<file path="config.mk">
export PLATFORM = sky130hd
export DESIGN_NAME = aodi_dac_if
export DESIGN_NICKNAME = d
export VERILOG_FILES = /design/src/shared/aodi_pkg.sv /design/src/hdl/aodi_dac_if.sv
export SDC_FILE = /design/constraint.sdc
export NUM_CORES = 1
export LEC_CHECK = 0
export ABC_AREA = 1
export ABC_CLOCK_PERIOD_IN_PS = 2200
export BUFFER_PORTS_ARGS = -buffer_cell sky130_fd_sc_hd__buf_2
export CORE_UTILIZATION = 54
export CTS_CLUSTER_SIZE = 8
export DETAILED_ROUTE_END_ITERATION = 12
export GPL_ROUTABILITY_DRIVEN = 0
export PLACE_DENSITY = 0.86
export SLEW_MARGIN = 40
export SYNTH_ARGS = -nofsm -noshare
export SYNTH_HDL_FRONTEND = slang
export SYNTH_SLANG_ARGS = --single-unit
export TNS_END_PERCENT = 1
</file>
<file path="constraint.sdc">
create_clock -name aclk -period 2.2 [get_ports aclk]
set_input_delay 0.66 -clock aclk [delete_from_list [all_inputs] [get_ports aclk]]
set_output_delay 0.66 -clock aclk [all_outputs]
set_load 0.005 [all_outputs]
</file>
<file path="src/shared/aodi_pkg.sv">
// Constants for the analog output DAC pin logic: register map, fields, resets.
// Assumes a single 100 MHz clock and an AXI4-Lite master with 32-bit data.
package aodi_pkg;

    // Register byte offsets
    localparam logic [3:0] AODI_CTRL_OFS = 4'h0;
    localparam logic [3:0] AODI_FIFO_OFS = 4'h4;
    localparam logic [3:0] AODI_STAT_OFS = 4'h8;

    // Control register fields
    localparam int AODI_MULTI_BIT = 0;
    localparam int AODI_CHCNT_LSB = 1;
    localparam int AODI_PKG_BIT = 5;
    localparam int AODI_UPDMODE_LSB = 6;
    localparam int AODI_LDSRC_LSB = 8;
    localparam int AODI_PWIDTH_LSB = 10;
    localparam int AODI_TCEN_BIT = 14;
    localparam logic [31:0] AODI_CTRL_RST = 32'h0000_0000;
    localparam logic [31:0] AODI_CTRL_MASK = 32'h0000_7fff;

    // FIFO configuration fields
    localparam int AODI_FPOL_BIT = 0;
    localparam int AODI_RTEN_BIT = 1;
    localparam int AODI_REQEN_BIT = 2;
    localparam int AODI_REQPOL_BIT = 3;
    localparam int AODI_REQSEL_LSB = 4;
    localparam logic [31:0] AODI_FIFO_RST = 32'h0000_0000;
    localparam logic [31:0] AODI_FIFO_MASK = 32'h0000_003f;

    // Status fields
    localparam int AODI_ST_EMPTY_BIT = 0;
    localparam int AODI_ST_HALF_BIT = 1;
    localparam int AODI_ST_FULL_BIT = 2;
    localparam int AODI_ST_TBUSY_BIT = 3;
    localparam int AODI_ST_CBUSY_BIT = 4;
    localparam int AODI_ST_TREQ_BIT = 5;
    localparam int AODI_ST_ADDR_LSB = 8;

    // AXI responses
    localparam logic [1:0] AODI_RESP_OKAY = 2'h0;
    localparam logic [1:0] AODI_RESP_SLVERR = 2'h2;

    // Request condition select codes
    localparam logic [1:0] AODI_REQ_EMPTY = 2'h0;
    localparam logic [1:0] AODI_REQ_HALF = 2'h1;
    localparam logic [1:0] AODI_REQ_NOTFULL = 2'h2;
    localparam logic [1:0] AODI_REQ_HYST = 2'h3;

    // Sequencer states, Gray on every step except the returns to idle
    typedef enum logic [2:0] {
        AODI_IDLE = 3'h0,
        AODI_TPULSE = 3'h1,
        AODI_TGAP = 3'h3,
        AODI_CPULSE = 3'h2,
        AODI_CDONE = 3'h6
    } aodi_state_e;

endpackage : aodi_pkg

</file>
<file path="src/hdl/aodi_dac_if.sv">
// Pin-level DAC write, load and FIFO flag logic of an analog output timer.
// Assumes all pins synchronous to aclk; output_timebase is a level sampled here.
`timescale 1ns/10ps

module aodi_dac_if
    import aodi_pkg::*;
(
    // Clock and reset
    input wire logic aclk,
    input wire logic aresetn,
    // AXI4-Lite write address and data
    input wire logic [31:0] s_axi_awaddr,
    input wire logic s_axi_awvalid,
    output logic s_axi_awready,
    input wire logic [31:0] s_axi_wdata,
    input wire logic [3:0] s_axi_wstrb,
    input wire logic s_axi_wvalid,
    output logic s_axi_wready,
    // AXI4-Lite write response
    output logic [1:0] s_axi_bresp,
    output logic s_axi_bvalid,
    input wire logic s_axi_bready,
    // AXI4-Lite read
    input wire logic [31:0] s_axi_araddr,
    input wire logic s_axi_arvalid,
    output logic s_axi_arready,
    output logic [31:0] s_axi_rdata,
    output logic [1:0] s_axi_rresp,
    output logic s_axi_rvalid,
    input wire logic s_axi_rready,
    // Timing sources
    input wire logic output_timebase,
    input wire logic primary_update,
    input wire logic secondary_update,
    input wire logic buffer_count_tc,
    // FIFO flags, raw pin levels
    input wire logic fifo_empty_flag,
    input wire logic fifo_half_flag,
    input wire logic fifo_full_flag,
    // CPU bus side
    input wire logic cpu_dac_request_n,
    input wire logic [3:0] bus_addr,
    output logic bus_ready_out,
    // DAC side
    output logic [3:0] dac_channel_addr,
    output logic timed_dac_write_n,
    output logic cpu_dac_write_n,
    output logic [1:0] dac_write_strobe_n,
    output logic [1:0] dac_load_strobe_n,
    output logic timed_data_request,
    // FIFO and counter side
    output logic fifo_retransmit_n,
    output logic fifo_fill_request,
    output logic buffer_count_done
);

    logic [31:0] ctrl_q;
    logic [31:0] fifo_cfg_q;
    logic aw_have_q;
    logic w_have_q;
    logic [3:0] aw_addr_q;
    logic aw_bad_q;
    logic [31:0] w_data_q;
    logic [3:0] w_strb_q;
    logic tb_prev_q;
    logic tick;
    aodi_state_e state_q;
    logic [3:0] wcnt_q;
    logic [4:0] rem_q;
    logic [3:0] addr_q;
    logic treq_q;
    logic empty_prev_q;
    logic hyst_q;
    logic req_cond;
    logic flag_empty;
    logic flag_half;
    logic flag_full;
    logic multi;
    logic [3:0] chcnt;
    logic dual_pkg;
    logic [1:0] upd_mode;
    logic [1:0] ld_src;
    logic [3:0] pwidth;
    logic cpu_req;
    logic [31:0] status;
    logic tmr_wr;
    logic cpu_wr;

    assign multi = ctrl_q[AODI_MULTI_BIT];
    assign chcnt = ctrl_q[AODI_CHCNT_LSB +: 4];
    assign dual_pkg = ctrl_q[AODI_PKG_BIT];
    assign upd_mode = ctrl_q[AODI_UPDMODE_LSB +: 2];
    assign ld_src = ctrl_q[AODI_LDSRC_LSB +: 2];
    assign pwidth = ctrl_q[AODI_PWIDTH_LSB +: 4];
    assign cpu_req = ~cpu_dac_request_n;
    assign tick = output_timebase & ~tb_prev_q;

    // Polarity bit set means flags are active high; default active low
    assign flag_empty = fifo_cfg_q[AODI_FPOL_BIT] ? fifo_empty_flag : ~fifo_empty_flag;
    assign flag_half = fifo_cfg_q[AODI_FPOL_BIT] ? fifo_half_flag : ~fifo_half_flag;
    assign flag_full = fifo_cfg_q[AODI_FPOL_BIT] ? fifo_full_flag : ~fifo_full_flag;

    assign status = {20'h0_0000, addr_q, 2'h0, treq_q, (state_q == AODI_CPULSE ||
                     state_q == AODI_CDONE), (rem_q != 5'h00), flag_full, flag_half,
                     flag_empty};

    // AXI write channel: address and data taken in either order
    always_ff @(posedge aclk) begin
        if (!aresetn) begin
            aw_have_q <= 1'b0;
            w_have_q <= 1'b0;
            aw_addr_q <= 4'h0;
            aw_bad_q <= 1'b0;
            w_data_q <= 32'h0000_0000;
            w_strb_q <= 4'h0;
            s_axi_awready <= 1'b0;
            s_axi_wready <= 1'b0;
            s_axi_bvalid <= 1'b0;
            s_axi_bresp <= AODI_RESP_OKAY;
        end else begin
            s_axi_awready <= ~aw_have_q & ~s_axi_awready & ~s_axi_bvalid;
            s_axi_wready <= ~w_have_q & ~s_axi_wready & ~s_axi_bvalid;
            if (s_axi_awvalid && s_axi_awready) begin
                aw_have_q <= 1'b1;
                aw_addr_q <= s_axi_awaddr[3:0];
                // Master may move awaddr once taken, so judge it here
                aw_bad_q <= (s_axi_awaddr[31:4] != 28'h000_0000);
                s_axi_awready <= 1'b0;
            end
            if (s_axi_wvalid && s_axi_wready) begin
                w_have_q <= 1'b1;
                w_data_q <= s_axi_wdata;
                w_strb_q <= s_axi_wstrb;
                s_axi_wready <= 1'b0;
            end
            if (aw_have_q && w_have_q && !s_axi_bvalid) begin
                s_axi_bvalid <= 1'b1;
                s_axi_bresp <= (!aw_bad_q &&
                    (aw_addr_q == AODI_CTRL_OFS || aw_addr_q == AODI_FIFO_OFS)) ?
                    AODI_RESP_OKAY : AODI_RESP_SLVERR;
            end
            if (s_axi_bvalid && s_axi_bready) begin
                s_axi_bvalid <= 1'b0;
                aw_have_q <= 1'b0;
                w_have_q <= 1'b0;
            end
        end
    end

    // Register storage, byte lanes honoured
    always_ff @(posedge aclk) begin
        if (!aresetn) begin
            ctrl_q <= AODI_CTRL_RST;
            fifo_cfg_q <= AODI_FIFO_RST;
        end else if (aw_have_q && w_have_q && !s_axi_bvalid && !aw_bad_q) begin
            for (int b = 0; b < 4; b++) begin
                if (w_strb_q[b] && aw_addr_q == AODI_CTRL_OFS) begin
                    ctrl_q[b*8 +: 8] <= w_data_q[b*8 +: 8] & AODI_CTRL_MASK[b*8 +: 8];
                end
                if (w_strb_q[b] && aw_addr_q == AODI_FIFO_OFS) begin
                    fifo_cfg_q[b*8 +: 8] <= w_data_q[b*8 +: 8] & AODI_FIFO_MASK[b*8 +: 8];
                end
            end
        end
    end

    // AXI read channel; unmapped offsets answer SLVERR with zero data
    always_ff @(posedge aclk) begin
        if (!aresetn) begin
            s_axi_arready <= 1'b0;
            s_axi_rvalid <= 1'b0;
            s_axi_rdata <= 32'h0000_0000;
            s_axi_rresp <= AODI_RESP_OKAY;
        end else begin
            s_axi_arready <= ~s_axi_rvalid & ~s_axi_arready;
            if (s_axi_arvalid && s_axi_arready) begin
                s_axi_arready <= 1'b0;
                s_axi_rvalid <= 1'b1;
                s_axi_rresp <= AODI_RESP_OKAY;
                if (s_axi_araddr[31:4] != 28'h000_0000) begin
                    s_axi_rdata <= 32'h0000_0000;
                    s_axi_rresp <= AODI_RESP_SLVERR;
                end else if (s_axi_araddr[3:0] == AODI_CTRL_OFS) begin
                    s_axi_rdata <= ctrl_q;
                end else if (s_axi_araddr[3:0] == AODI_FIFO_OFS) begin
                    s_axi_rdata <= fifo_cfg_q;
                end else if (s_axi_araddr[3:0] == AODI_STAT_OFS) begin
                    s_axi_rdata <= status;
                end else begin
                    s_axi_rdata <= 32'h0000_0000;
                    s_axi_rresp <= AODI_RESP_SLVERR;
                end
            end else if (s_axi_rvalid && s_axi_rready) begin
                s_axi_rvalid <= 1'b0;
            end
        end
    end

    // Timebase edge detector
    always_ff @(posedge aclk) begin
        if (!aresetn) begin
            tb_prev_q <= 1'b0;
        end else begin
            tb_prev_q <= output_timebase;
        end
    end

    // Write sequencer: timed bursts after updates taken outside a burst or CPU pulse, CPU writes in between
    always_ff @(posedge aclk) begin
        if (!aresetn) begin
            state_q <= AODI_IDLE;
            wcnt_q <= 4'h0;
            rem_q <= 5'h00;
            addr_q <= 4'h0;
        end else begin
            // Update arriving mid-burst is dropped; the burst owns the channel
            if (primary_update && rem_q == 5'h00 && state_q != AODI_CPULSE) begin
                rem_q <= multi ? {1'b0, chcnt} + 5'h01 : 5'h01;
                addr_q <= 4'h0;
            end
            unique case (state_q)
                AODI_IDLE: begin
                    if (tick && rem_q != 5'h00 && !flag_empty) begin
                        state_q <= AODI_TPULSE;
                        wcnt_q <= pwidth;
                    end else if (tick && rem_q == 5'h00 && cpu_req) begin
                        state_q <= AODI_CPULSE;
                        wcnt_q <= pwidth;
                        addr_q <= bus_addr;
                    end
                end
                AODI_TPULSE: begin
                    if (tick) begin
                        if (wcnt_q == 4'h0) begin
                            state_q <= AODI_TGAP;
                            rem_q <= rem_q - 5'h01;
                            if (multi) begin
                                addr_q <= addr_q + 4'h1;
                            end
                        end else begin
                            wcnt_q <= wcnt_q - 4'h1;
                        end
                    end
                end
                AODI_TGAP: begin
                    if (tick) begin
                        state_q <= AODI_IDLE;
                    end
                end
                AODI_CPULSE: begin
                    if (tick) begin
                        if (wcnt_q == 4'h0) begin
                            state_q <= AODI_CDONE;
                        end else begin
                            wcnt_q <= wcnt_q - 4'h1;
                        end
                    end
                end
                AODI_CDONE: begin
                    // Hold until the request drops so one request gives one pulse
                    if (!cpu_req) begin
                        state_q <= AODI_IDLE;
                    end
                end
                default: begin
                    state_q <= AODI_IDLE;
                end
            endcase
        end
    end

    assign tmr_wr = (state_q == AODI_TPULSE);
    assign cpu_wr = (state_q == AODI_CPULSE);

    // Write strobes and address pins
    always_ff @(posedge aclk) begin
        if (!aresetn) begin
            timed_dac_write_n <= 1'b1;
            cpu_dac_write_n <= 1'b1;
            dac_write_strobe_n <= 2'h3;
            dac_channel_addr <= 4'h0;
        end else begin
            timed_dac_write_n <= ~tmr_wr;
            cpu_dac_write_n <= ~cpu_wr;
            dac_channel_addr <= addr_q;
            if (dual_pkg) begin
                dac_write_strobe_n <= {1'b1, ~(tmr_wr | cpu_wr)};
            end else begin
                dac_write_strobe_n[0] <= ~((tmr_wr | cpu_wr) & ~addr_q[0]);
                dac_write_strobe_n[1] <= ~((tmr_wr | cpu_wr) & addr_q[0]);
            end
        end
    end

    // Load strobes, one per DAC output
    for (genvar i = 0; i < 2; i++) begin : g_load
        always_ff @(posedge aclk) begin
            if (!aresetn) begin
                dac_load_strobe_n[i] <= 1'b1;
            end else if (upd_mode[i]) begin
                // Inverse of the merged active-low write lines
                dac_load_strobe_n[i] <= tmr_wr | cpu_wr;
            end else begin
                dac_load_strobe_n[i] <= ~(ld_src[i] ? secondary_update : primary_update);
            end
        end
    end

    // Bus ready handshake
    always_ff @(posedge aclk) begin
        if (!aresetn) begin
            bus_ready_out <= 1'b1;
        end else begin
            bus_ready_out <= ~cpu_req | (state_q == AODI_CDONE);
        end
    end

    // Data request while a timed write is starved
    always_ff @(posedge aclk) begin
        if (!aresetn) begin
            treq_q <= 1'b0;
        end else if (tick && state_q == AODI_IDLE && rem_q != 5'h00 && flag_empty) begin
            treq_q <= 1'b1;
        end else if (tick && !flag_empty) begin
            treq_q <= 1'b0;
        end
    end

    // Request hysteresis for the half/full mode
    always_ff @(posedge aclk) begin
        if (!aresetn) begin
            hyst_q <= 1'b0;
        end else if (flag_full) begin
            hyst_q <= 1'b0;
        end else if (!flag_half) begin
            hyst_q <= 1'b1;
        end
    end

    always_comb begin
        unique case (fifo_cfg_q[AODI_REQSEL_LSB +: 2])
            AODI_REQ_EMPTY: req_cond = flag_empty;
            AODI_REQ_HALF: req_cond = ~flag_half;
            AODI_REQ_NOTFULL: req_cond = ~flag_full;
            AODI_REQ_HYST: req_cond = hyst_q;
        endcase
    end

    // FIFO side pins
    always_ff @(posedge aclk) begin
        if (!aresetn) begin
            empty_prev_q <= 1'b0;
            fifo_retransmit_n <= 1'b1;
            fifo_fill_request <= 1'b0;
            timed_data_request <= 1'b0;
            buffer_count_done <= 1'b0;
        end else begin
            empty_prev_q <= flag_empty;
            fifo_retransmit_n <= ~(fifo_cfg_q[AODI_RTEN_BIT] & flag_empty & ~empty_prev_q);
            fifo_fill_request <= (fifo_cfg_q[AODI_REQEN_BIT] & req_cond) ^
                                 fifo_cfg_q[AODI_REQPOL_BIT];
            timed_data_request <= treq_q;
            buffer_count_done <= ctrl_q[AODI_TCEN_BIT] & buffer_count_tc;
        end
    end

endmodule : aodi_dac_if

</file>
### Word level (Yosys, flattened, before mapping)

Index checks and enable logic that the tools add are counted.

| word-level totals | value |
|---|---|
| flip-flop bits (word level) | 121 |
| bits in latches | 0 |
| word-level logic and storage cells | 200 |
| output and inout bits | 56 |
| input bits | 119 |
| RAM bits | 0 |
| ROM bits | 0 |
| memories | 0 |

| cells by class | value |
|---|---|
| equal/unequal tests | 20 |
| multipliers | 0 |
| divide/modulo/power cells | 0 |
| shifts and indexed selects | 0 |
| mux-type cells | 48 |
| reduce and logical (&&, ||, !) cells | 51 |
| order comparisons | 0 |
| add/subtract/negate cells | 4 |
| bitwise operators | 40 |

Operator list:

| operator | count |
|---|---|
| $reduce_bool 28->1 | 2 |
| $mux 4 | 10 |
| $mux 15 | 2 |
| $mux 5 | 5 |
| $not 1->1 | 25 |
| $mux 12 | 2 |
| $mux 3 | 8 |
| $logic_and 1x1->1 | 22 |
| $pmux 4 s2 | 2 |
| $pmux 3 s5 | 1 |
| $reduce_or 2->1 | 7 |
| $and 1x1->1 | 12 |
| $logic_not 4->1 | 3 |
| $mux 1 | 12 |
| $mux 2 | 5 |
| $ne 2x2->1 const B | 5 |
| $eq 4x3->1 const B | 2 |
| $reduce_and 7->1 | 1 |
| $eq 3x2->1 const B | 2 |
| $ne 2x1->1 const B | 3 |
| $reduce_and 2->1 | 3 |
| $reduce_bool 2->1 | 3 |
| $add 4x1->5 const B | 1 |
| $logic_not 5->1 | 1 |
| other kinds (19) | 24 |

### Longest topological paths before layout

Gate-level depths: netlist of the first run.

| logic depth | value |
|---|---|
| word-level depth | 8 |
| mapped depth | 11 |
| depth with buffers taken out | 11 |

### Worst setup path before layout of the first run

No wires, ideal clock.

| timing path | value |
|---|---|
| kind | in2reg |
| start point | in s_axi_araddr[11] |
| end point | reg s_axi_rdata[7] |
| setup time | 0.070 ns |
| data arrival time | 1.427 ns |
| required time | 2.130 ns |
| cell stages on the path | 8 |
| path slack | 0.703 ns |
| path buffers | 1 |
| cells stage by stage | nor2_1 nand2_1 nor2_1 nand2_1 nor2_1 buf_4 nand3_1 a21oi_1 |

| between the ends | value |
|---|---|
| cells in the longest elaborated chain, start to end | 2 |

Ends and longest elaborated chain:

| what | line | text |
|---|---|---|
| start, declared | aodi_dac_if.sv:24 | `input wire logic [31:0] s_axi_araddr,` |
| $reduce_bool 28->1 | aodi_dac_if.sv:180 | `if (s_axi_araddr[31:4] != 28'h000_0000) begin` |
| $mux 15 | aodi_dac_if.sv:180 |  |
| end signal, assigned | aodi_dac_if.sv:184 | `s_axi_rdata <= ctrl_q;` |
| end signal, assigned | aodi_dac_if.sv:186 | `s_axi_rdata <= fifo_cfg_q;` |
| end signal, assigned | aodi_dac_if.sv:188 | `s_axi_rdata <= status;` |
| end, declared | aodi_dac_if.sv:27 | `output logic [31:0] s_axi_rdata,` |

Every way passes these cells.
A chain may end at the register's enable or synchronous reset.

### Worst setup path in the final report of the first run

| timing path | value |
|---|---|
| start point | reg rem_q[1] |
| end point | reg rem_q[1] |

| between the ends | value |
|---|---|
| cells in the longest elaborated chain, start to end | 7 |
| elaborated cells between the ends (all ways) | 8 |
| those cells by class | add/sub (1); mux (4); reduce/logical (3) |

Ends and longest elaborated chain:

| what | line | text |
|---|---|---|
| start, declared | aodi_dac_if.sv:69 | `logic [4:0] rem_q;` |
| start signal, assigned | aodi_dac_if.sv:218 | `rem_q <= multi ? {1'b0, chcnt} + 5'h01 : 5'h01;` |
| start signal, assigned | aodi_dac_if.sv:236 | `rem_q <= rem_q - 5'h01;` |
| parallel branches: the longest is 6 deep, another holds $sub 5x1->5 | -- |  |
| $mux 5 (*) | aodi_dac_if.sv:221 | `unique case (state_q)` |

Every way passes the cells marked *.

==> results of run 1 <==
[metal layers]
metal  part of all wire [%]  global-route usage (%)
met5                      0                       0
met4                    2.1                    9.76
met3                    6.9                    3.40
met2                     47                    41.0
met1                     44                    31.4
[worst paths after layout]
| check | end | start |
|---|---|---|
| min reg2reg | aw_addr_q[0]$_SDFFE_PN0P_ | aw_addr_q[0]$_SDFFE_PN0P_ |
| max | rem_q[1]$_SDFF_PN0_ | rem_q[1]$_SDFF_PN0_ |
| max reg2reg | rem_q[1]$_SDFF_PN0_ | rem_q[1]$_SDFF_PN0_ |
| min | aw_addr_q[0]$_SDFFE_PN0P_ | aw_addr_q[0]$_SDFFE_PN0P_ |
[final cells by class]
cell class / instances / share of cell area (%)
clock buffer: 9 / 2.14
clock inverter: 7 / 1.75
inverter: 75 / 4.86
multi-input combinational: 508 / 40.8
sequential: 102 / 35.2
tap: 108 / 2.33
timing repair buffer: 142 / 12.9
[metrics by stage]
step / util, % / std cells
finish: 66.5 / 951
global route: 66.5 / 951
CTS: 66.5 / 951
detailed placement: 63.9 / 935
global placement: 63.9 / 935
floorplan: - / 723
[worst max-delay path, cell delays in order (launching register included)]
cell and delay (ns):
dfxtp_1 0.32, inv_1 0.11, ha_1 0.19, nand2_1 0.07
nor2_2 0.23, nand3_2 0.25, nor2_2 0.19, nand2_1 0.07
o211ai_1 0.09, nand2_1 0.09, inv_1 0.05
[cells by family after synthesis]
kind of cell               Yosys count  share of synthesized area, %
buffers and inverters              113                          10.8
DFF                                102                          42.0
and+or+nand+nor                    367                          32.7
AOI/OAI and AO/OA                  110                          11.9
adders and majority gates            5                          1.29
xor gates and xnor gates             7                          1.26
other                                1                        0.0771
[synth_stat cells, drive strengths merged]
cell type    n
a211oi       6
a21oi       42
a221oi       1
a31oi        2
buf         29
clkbuf       9
clkinv       4
conb         1
dfxtp      102
ha           5
inv         71
nand2      165
nand3       49
nand3b       2
nand4        9
nor2       132
nor3         4
nor4         5
o211ai       2
o21ai       56
o21bai       1
or2          1
xnor2        4
xor2         3
[sequential cells by signal, indices dropped and copies added, names as in the netlist, 2 cells and up]
register            count
ctrl_q                 15
w_data_q               15
w_strb_q                2
rem_q                   5
fifo_cfg_q              6
s_axi_rdata            15
aw_addr_q               4
addr_q                  4
wcnt_q                  4
dac_write_strobe_n      2
dac_load_strobe_n       2
dac_channel_addr        4
state_q                 3
[power groups by stage]
stage	Combinational, W	Clock [W]	Sequential (W)
2_1_floorplan	0.00129	0	0.00215
3_3_place_gp	0.00160	0	0.00218
3_5_place_dp	0.00163	0	0.00218
4_1_cts	0.00165	0.00131	0.00214
5_1_grt	0.00188	0.00138	0.00216
6_report	0.00167	0.00129	0.00214
==> impl_metrics.csv, run 1 <==
group,metric,value,unit
status,status,"finished, final reports clean",
worst_setup_path,setup.worst_path.end_class,"flop",
power_and_ir_drop,clockPowerShare,25.3,%
power_and_ir_drop,powerDensity,880,mW/mm^2
global_routing,grt-ovfl-total,0,
sta,max_freq,0.582,GHz
sta,hold_viol,0,
sta,setup_ws,0.483,ns
routing,drt-initial-drc-count,214,
logic_synthesis,synth-seq-cells,102,
cts,cts_tree,"built",
logic_synthesis,ys_types,35,
routing,ant_nets,0,
cells_and_area,fin_nets,962,
power_and_ir_drop,power.switching,0.00195,W
cts,clk_latency,0.38,ns
sta,tns,0,ns
cts,cts_resized,0,
sta,rsz0062_at_grt,"no",
cts,path_clk_slew,0.10,ns
power_and_ir_drop,p_leak,2.80,nW
die,die_h,96.9,um
cells_and_area,n_fill_cell,781,
global_routing,grt_antenna_before_repair,0,
logic_synthesis,synth_top_area_share,42.0,%
routing,via_per_inst,5.10,
power_and_ir_drop,total_power,0.00510,W
logic_synthesis,syn-cell-area,0.00486,sq mm
worst_setup_path,r2r_cells,10,
die,die-width,96.9,um
sta,holdWs,0.454,ns
power_and_ir_drop,sw_frac_of_total,38.2,%
worst_setup_path,cp-start-kind,"flop",
die,io_pins,175,
sta,slew_viol_final,0,
sta,fin_crit,1.72,ns
routing,drc,0,
power_and_ir_drop,pwr-share-comb,32.7,%
cells_and_area,area_growth,19.3,%
sta,finalSetupViolations,0,
hold_path,hold_depth,2,
worst_setup_path,criticalPathCategory,"reg2reg",
power_and_ir_drop,internal_power,0.00315,W
sta,skew,0.0128,ns
global_routing,grt_usage,24.3,%
run,cap_viol_max_count,0,
placed_design,port_buffers,136,
logic_synthesis,synthCells,705,
power_and_ir_drop,p_seq_share,41.9,%
logic_synthesis,yosysWarnings,0,
cells_and_area,drive_above_1_share,22.3,%
cts,cts_max_path_buffers,2,
routing,wl_per_cell,12.1,um
cells_and_area,final_common_cell,"nand2_1",
cts,h-tree-depth,3,
routing,drt_first_pass_iters,7,
logic_synthesis,yosysSeqAreaShare,42.0,%
placed_design,place_area,0.00557,sq mm
global_routing,grt_start_max_net_pins,63,
cts,numCtsBuffers,9,
cts,post-cts-setup-buffers,0,
die,initial_utilization,55.7,%
die,dieArea,0.00938,sq mm
cells_and_area,seq_area,0.00204,sq mm
cells_and_area,multi_input_area,0.00236,sq mm
worst_setup_path,crit_fanout,9,
cts,hold_buffers,0,
placed_design,dp_hpwl,8.49,mm
logic_synthesis,synthTopCellsByArea,"dfxtp_1, nand2_1, nor2_1",
worst_setup_path,crit_arrival,2.04,ns
worst_setup_path,r2r_slack,0.48,ns
cells_and_area,layout_common_cells,"nand2_1, buf_2, nor2_1",
worst_setup_path,required,2.52,ns
cts,cts_root_buf,"clkbuf_8",
power_and_ir_drop,vdd_drop_max,0.000438,V
global_routing,grt_pass1_wl,18.9,mm
sta,finalCritPeriodShare,78.1,%
die,core,0.00872,sq mm
cells_and_area,n_antenna_cell,0,
hold_path,hold_path.class,"reg2reg",
placed_design,post-place-ws,0.392,ns
global_routing,first_global_vias,4203,
die,row_count,34,
cts,clock_sinks,102,
cells_and_area,final_cell_area,0.00580,sq mm
routing,vias,4846,
logic_synthesis,synth.avg_cell_area,6.89,sq um
routing,wirelength,11.5,mm
logic_synthesis,synth_top_area_cell,"dfxtp_1",
No activity file was read; power rests on OpenSTA's default activity.
==> run 2, diff against run 1 <==
--- a/config.mk
+++ b/config.mk
@@ -5,14 +5,14 @@
 export SDC_FILE = /design/constraint.sdc
 export NUM_CORES = 1
 export LEC_CHECK = 0
-export ABC_AREA = 1
-export ABC_CLOCK_PERIOD_IN_PS = 2200
+export ABC_AREA = 0
+export ABC_CLOCK_PERIOD_IN_PS = 1500
 export BUFFER_PORTS_ARGS = -buffer_cell sky130_fd_sc_hd__buf_2
-export CORE_UTILIZATION = 54
+export CORE_UTILIZATION = 44
 export CTS_CLUSTER_SIZE = 8
 export DETAILED_ROUTE_END_ITERATION = 12
 export GPL_ROUTABILITY_DRIVEN = 0
-export PLACE_DENSITY = 0.86
+export PLACE_DENSITY = 0.76
 export SLEW_MARGIN = 40
 export SYNTH_ARGS = -nofsm -noshare
 export SYNTH_HDL_FRONTEND = slang
==> constraint.sdc (replaced) <==
create_clock -name aclk -period 1.5 [get_ports aclk]
set_input_delay 0.45 -clock aclk [delete_from_list [all_inputs] [get_ports aclk]]
set_output_delay 0.45 -clock aclk [all_outputs]
set_load 0.005 [all_outputs]
==> impl_metrics.csv, run 2 <==
group,metric,value,unit
status,status,"finished with violations",
status,violations,"setup timing",
cts,cts_max_path_buffers,2,
placed_design,post-place-ws,-0.436,ns
routing,wirelength,12.6,mm
logic_synthesis,synth-xor-area-share,0.949,%
placed_design,dp.cells,833,
cts,path_clk_slew,0.10,ns
power_and_ir_drop,p_seq_share,52.5,%
power_and_ir_drop,p_leak,2.67,nW
die,io_pins,175,
worst_setup_path,required,1.80,ns
logic_synthesis,synthArstFlopShare,0,%
cells_and_area,drive_above_1_share,34.4,%
power_and_ir_drop,power.switching,0.00144,W
power_and_ir_drop,sw_frac_of_total,26.6,%
cells_and_area,layout_common_cells,"buf_2, dfxtp_1, nand2_1",
global_routing,first_global_vias,4339,
logic_synthesis,synth_mux_area_share,5.67,%
cts,h-tree-depth,3,
die,die-width,104,um
cts,clk_latency,0.37,ns
run,cap_viol_max_count,0,
global_routing,grt_pass1_wl,20.3,mm
worst_setup_path,cp-start-kind,"flop",
hold_path,hold_path.class,"in2reg",
routing,vias,4633,
die,row_count,37,
cts,numCtsBuffers,9,
sta,hold_viol,0,
sta,finalSetupViolations,52,
logic_synthesis,synth_edf_count,0,
worst_setup_path,criticalPathCategory,"reg2reg",
cells_and_area,n_antenna_cell,0,
logic_synthesis,synth-adder-area-share,1.36,%
worst_setup_path,crit_arrival,2.20,ns
global_routing,grt_usage,23.0,%
cells_and_area,final_common_cell,"buf_2",
cts,hold_buffers,0,
power_and_ir_drop,powerDensity,892,mW/mm^2
power_and_ir_drop,clockPowerShare,32.1,%
worst_setup_path,cpMaxStageDelayCell,"or4b_4",
logic_synthesis,synth-seq-cells,102,
logic_synthesis,ys.flop_type,"dfxtp_1",
global_routing,grt-ovfl-total,0,
placed_design,port_buffers,136,
sta,setup_ws,-0.398,ns
logic_synthesis,yosysSeqAreaShare,44.3,%
logic_synthesis,synthTopCellsByCount,"dfxtp_1, nand2_1, a21oi_1, nor2_1, mux2i_1",
cells_and_area,final_cells,852,
sta,rsz0062_at_grt,"yes",
power_and_ir_drop,internal_power,0.00398,W
worst_setup_path,crit_chain,"inv_2, ha_4, or4b_4, mux2i_4, a21oi_4, or3_1, a21oi_1",
routing,drt_first_pass_iters,5,
logic_synthesis,yosysWarnings,0,
logic_synthesis,synthTopCellsByArea,"dfxtp_1, nand2_1, mux2i_1",
global_routing,grt_antenna_before_repair,0,
cells_and_area,area_growth,31.6,%
cts,cts_root_buf,"clkbuf_8",
power_and_ir_drop,vdd_drop_max,0.000616,V
sta,max_freq,0.527,GHz
routing,wl_per_cell,14.7,um
die,die_h,104,um
logic_synthesis,synth_top_area_cell,"dfxtp_1",
logic_synthesis,synthSimpleGateAreaFrac,22.9,%
die,dieArea,0.0109,sq mm
routing,drc,0,
die,core,0.0102,sq mm
cells_and_area,reg_top3,"ctrl_q: 15 flops, s_axi_rdata: 15 flops, w_data_q: 15 flops",
global_routing,grt_start_max_net_pins,43,
sta,finalCritPeriodShare,127,%
logic_synthesis,synthCells,533,
placed_design,dp_hpwl,9.49,mm
logic_synthesis,synth_compound_gate_area_share,17.8,%
logic_synthesis,post-synth-top-count-cell,"dfxtp_1",
logic_synthesis,ys_types,61,
cts,cts_tree,"built",
worst_setup_path,crit_path_max_incr_delay,0.50,ns
die,initial_utilization,45.1,%
routing,drt-initial-drc-count,274,
routing,via_per_inst,5.44,
routing,ant_nets,0,
logic_synthesis,synth_top_area_share,44.3,%
logic_synthesis,synth_top_family_by_area,"simple AND/OR/NAND/NOR gates",
cts,clock_sinks,102,
cells_and_area,fin_nets,835,
power_and_ir_drop,pwr-share-comb,15.4,%
worst_setup_path,setup.worst_path.end_class,"flop",
sta,slew_viol_final,0,
sta,skew,0.0135,ns
logic_synthesis,syn-cell-area,0.00461,sq mm
sta,tns,-7.21,ns
logic_synthesis,synth.avg_cell_area,8.66,sq um
sta,holdWs,0.311,ns
worst_setup_path,crit_fanout,7,
sta,fin_crit,1.90,ns
worst_setup_path,r2r_slack,-0.40,ns
power_and_ir_drop,total_power,0.00542,W
[run 2: cell type report]
| cell class | count | area, sq um |
|---|---|---|
| fillers | 866 | 4160 |
| multi-input cells | 384 | 2410 |
| flip-flops and latches | 102 | 2050 |
| repair buffers | 198 | 1190 |
| well taps | 136 | 170 |
| clock buffers | 9 | 124 |
| clock inverters | 7 | 71.3 |
| inverters | 16 | 60.1 |
[run 2: worst paths after layout]
kind | from | endpoint | cells after the start
hold reg to reg | empty_prev_q$_SDFF_PN0_ | fifo_retransmit_n$_SDFF_PN1_ | 1
setup / recovery | rem_q[1]$_SDFF_PN0_ | wcnt_q[0]$_SDFFE_PN0P_ | 7
setup reg to reg | rem_q[1]$_SDFF_PN0_ | wcnt_q[0]$_SDFFE_PN0P_ | 7
hold / removal | s_axi_wdata[1] | w_data_q[1]$_SDFFE_PN0P_ | 3
[run 2: cell families (layout without fill, tap and decap cells)]
logic type,count (synthesis),count (layout)
AND/OR/NAND/NOR,204,204
AO/OA/AOI/OAI,125,125
flip-flops,102,102
buffers and inverters,65,230
multiplexers,26,26
adder cells (fa/ha/maj),5,5
XOR/XNOR,5,5
other,1,19
[run 2: critical path, delay by kind of cell (launching register included)]
family / cells / cell delay (ns)
buffers and inverters: 1 / 0.07
AND/OR/NAND/NOR: 2 / 0.86
multiplexers: 1 / 0.21
AO/OA/AOI/OAI: 2 / 0.24
flip-flops: 1 / 0.33
adder cells (fa/ha/maj): 1 / 0.13
[run 2: through the flow]
step	utilization, %	cell area (sq um)
final	59.4	6070
after global routing	59.4	6070
after CTS	58.9	6030
after detailed placement	56.3	5760
after global placement	56.3	5760
after floorplan	-	4690
[run 2: repair_timing]
action / CTS / global route
gates cloned: 0 / 0
setup endpoints to repair: 51 / 54
setup buffers: 2 / 1
pin swaps: 13 / 12
resized for setup: 15 / 11
[run 2: routing by layer]
layer,vias up,wire length [um],track usage [%]
li1,2223,-,-
met3,25,884,4.76
met5,-,0,0
met1,2164,5180,28.2
met2,221,6270,40.5
met4,0,225,6.53
[run 2: power groups by stage]
stage,Sequential (W),Clock (W),Combinational (W)
after floorplan,0.00290,0,0.000423
after global placement,0.00290,0,0.000745
after detailed placement,0.00291,0,0.000769
after CTS,0.00285,0.00177,0.000801
after global routing,0.00286,0.00188,0.000907
final,0.00285,0.00174,0.000834
==> run 3, diff against run 2 <==
--- a/config.mk
+++ b/config.mk
@@ -5,10 +5,10 @@
 export SDC_FILE = /design/constraint.sdc
 export NUM_CORES = 1
 export LEC_CHECK = 0
-export ABC_AREA = 0
+export ABC_AREA = 1
 export ABC_CLOCK_PERIOD_IN_PS = 1500
 export BUFFER_PORTS_ARGS = -buffer_cell sky130_fd_sc_hd__buf_2
-export CORE_UTILIZATION = 44
+export CORE_UTILIZATION = 45
 export CTS_CLUSTER_SIZE = 8
 export DETAILED_ROUTE_END_ITERATION = 12
 export GPL_ROUTABILITY_DRIVEN = 0
==> impl_metrics.csv, run 3 (synthesis results as in run 1) <==
group,metric,value,unit
sta,skew,0.0122,ns
global_routing,grt-ovfl-total,0,
global_routing,grt_start_max_net_pins,37,
die,row_count,37,
worst_setup_path,cp.depth,10,
cells_and_area,n_antenna_cell,0,
cells_and_area,fin_nets,997,
cts,clk_latency,0.37,ns
placed_design,dp_hpwl,9.33,mm
routing,vias,4874,
worst_setup_path,required,1.76,ns
worst_setup_path,cpMaxStageDelayCell,"dfxtp_2",
cells_and_area,area_growth,26.4,%
cells_and_area,final_util,59.0,%
power_and_ir_drop,powerDensity,1270,mW/mm^2
routing,drc,0,
worst_setup_path,r2r_cells,10,
sta,fin_crit,1.44,ns
placed_design,port_buffers,136,
cts,h-tree-depth,3,
worst_setup_path,crit_chain,"inv_2, ha_4, inv_1, nor2_2, nand2_2, nand3_2, nand3_4, nand3_4, nor2_1, nor2_1",
routing,wirelength,12.1,mm
global_routing,grt_usage,21.7,%
sta,slew_viol_final,0,
die,io_pins,175,
die,die-width,106,um
cells_and_area,drive_above_1_share,27.4,%
worst_setup_path,endpoint,"wcnt_q[1]$_SDFFE_PN0P_",
sta,max_freq,0.695,GHz
cts,cts_max_path_buffers,2,
cts,clock_sinks,102,
routing,ant_nets,0,
cells_and_area,final_cells,1012,
cts,cts_tree,"built",
cts,hold_buffers,0,
global_routing,first_global_vias,4291,
routing,wl_per_cell,12.0,um
power_and_ir_drop,p_leak,2.95,nW
worst_setup_path,cp-startpoint,"rem_q[0]$_SDFF_PN0_",
sta,finalCritPeriodShare,96.0,%
global_routing,grt_pass1_wl,19.4,mm
sta,rsz0062_at_grt,"yes",
worst_setup_path,crit_fanout,7,
die,initial_utilization,46.7,%
worst_setup_path,crit_path_max_incr_delay,0.34,ns
sta,tns,0,ns
die,core,0.0104,sq mm
power_and_ir_drop,vdd_drop_max,0.000767,V
routing,drt_first_pass_iters,5,
worst_setup_path,criticalPathCategory,"reg2reg",
worst_setup_path,r2r_start,"rem_q[0]$_SDFF_PN0_",
status,status,"finished, final reports clean",
worst_setup_path,crit_arrival,1.70,ns
run,cap_viol_max_count,0,
hold_path,hp-start,"output_timebase",
worst_setup_path,cp.buffers_inverters,2,
sta,finalSetupViolations,0,
worst_setup_path,setup.worst_path.end_class,"flop",
cells_and_area,reg_top3,"ctrl_q: 15 flops, s_axi_rdata: 15 flops, w_data_q: 15 flops",
hold_path,hold_path.class,"in2reg",
cts,cts_root_buf,"clkbuf_8",
cts,path_clk_slew,0.09,ns
sta,hold_viol,0,
worst_setup_path,r2r_slack,0.06,ns
worst_setup_path,regToRegEndpoint,"wcnt_q[1]$_SDFFE_PN0P_",
die,dieArea,0.0112,sq mm
global_routing,grt_antenna_before_repair,0,
cells_and_area,final_common_cell,"nand2_1",
worst_setup_path,cp-start-kind,"flop",
routing,drt-initial-drc-count,271,
cts,numCtsBuffers,9,
worst_setup_path,critPathTopFamily,"simple AND/OR/NAND/NOR gates",
cells_and_area,layout_common_cells,"nand2_1, buf_2, nor2_1",
sta,holdWs,0.288,ns
routing,via_per_inst,4.82,
placed_design,dp.cells,997,
die,die_h,106,um
run 3: cell count changes in the layout (fill, tap and decap cells not counted), sizes merged, moves of 12 or more:
cell   change
nand3     +42
nand2     +96
mux2i     -25
buf       -21
nor2      +91
inv       +53
o21ai     +43
nor2b     -12
run 3: metal layers:
metal  track usage (%)  up-vias  routed length [um]
li1                  -     2545                   -
met1              26.8     2179                5340
met2              38.8      136                6010
met3              3.99       14                 650
met4              5.16        0                 130
met5                 0        -                   0
run 3: how the worst min path moves through the flow:
stage / cells after the start / endpoint
2_1_floorplan: 2 / fifo_retransmit_n$_SDFF_PN1_
3_3_place_gp: 2 / fifo_retransmit_n$_SDFF_PN1_
3_5_place_dp: 2 / fifo_retransmit_n$_SDFF_PN1_
4_1_cts: 3 / tb_prev_q$_SDFF_PN0_
5_1_grt: 3 / tb_prev_q$_SDFF_PN0_
6_report: 3 / tb_prev_q$_SDFF_PN0_
run 3: stage by stage:
step	total power (W)	area [sq um]	setup WS [ns]
2_1_floorplan	0.00505	4930	0.134
3_3_place_gp	0.00586	5850	0.00345
3_5_place_dp	0.00589	5850	-0.0132
4_1_cts	0.00750	6040	0.00254
5_1_grt	0.00837	6140	-0.0942
6_report	0.00781	6140	0.0606
run 3: report_power, final:
part           switching (W)  internal, W  total [W]
Combinational        0.00182      0.00125    0.00307
Sequential          0.000195      0.00296    0.00315
Clock               0.000935     0.000646    0.00158
Total                0.00295      0.00486    0.00781
run 3: repair_timing:
action,CTS,global route
pin swaps,2,8
gates resized for setup,3,28
setup endpoints to repair,6,18
buffers inserted,0,1
run 3: tightest hold or removal path, delay by kind of cell:
kind,cells,cell delay [ns]
and+or+nand+nor,1,0.04
buffers and inverters,2,0.13
run 3: layout make-up:
class                      instances  area [sq um]
clock buffer                      10           138
clock inverter                     4          33.8
fill                             996          4270
inverter                          75           282
multi-input combinational        508          2470
sequential                       102          2040
tap                              136           170
timing repair buffer             177          1000
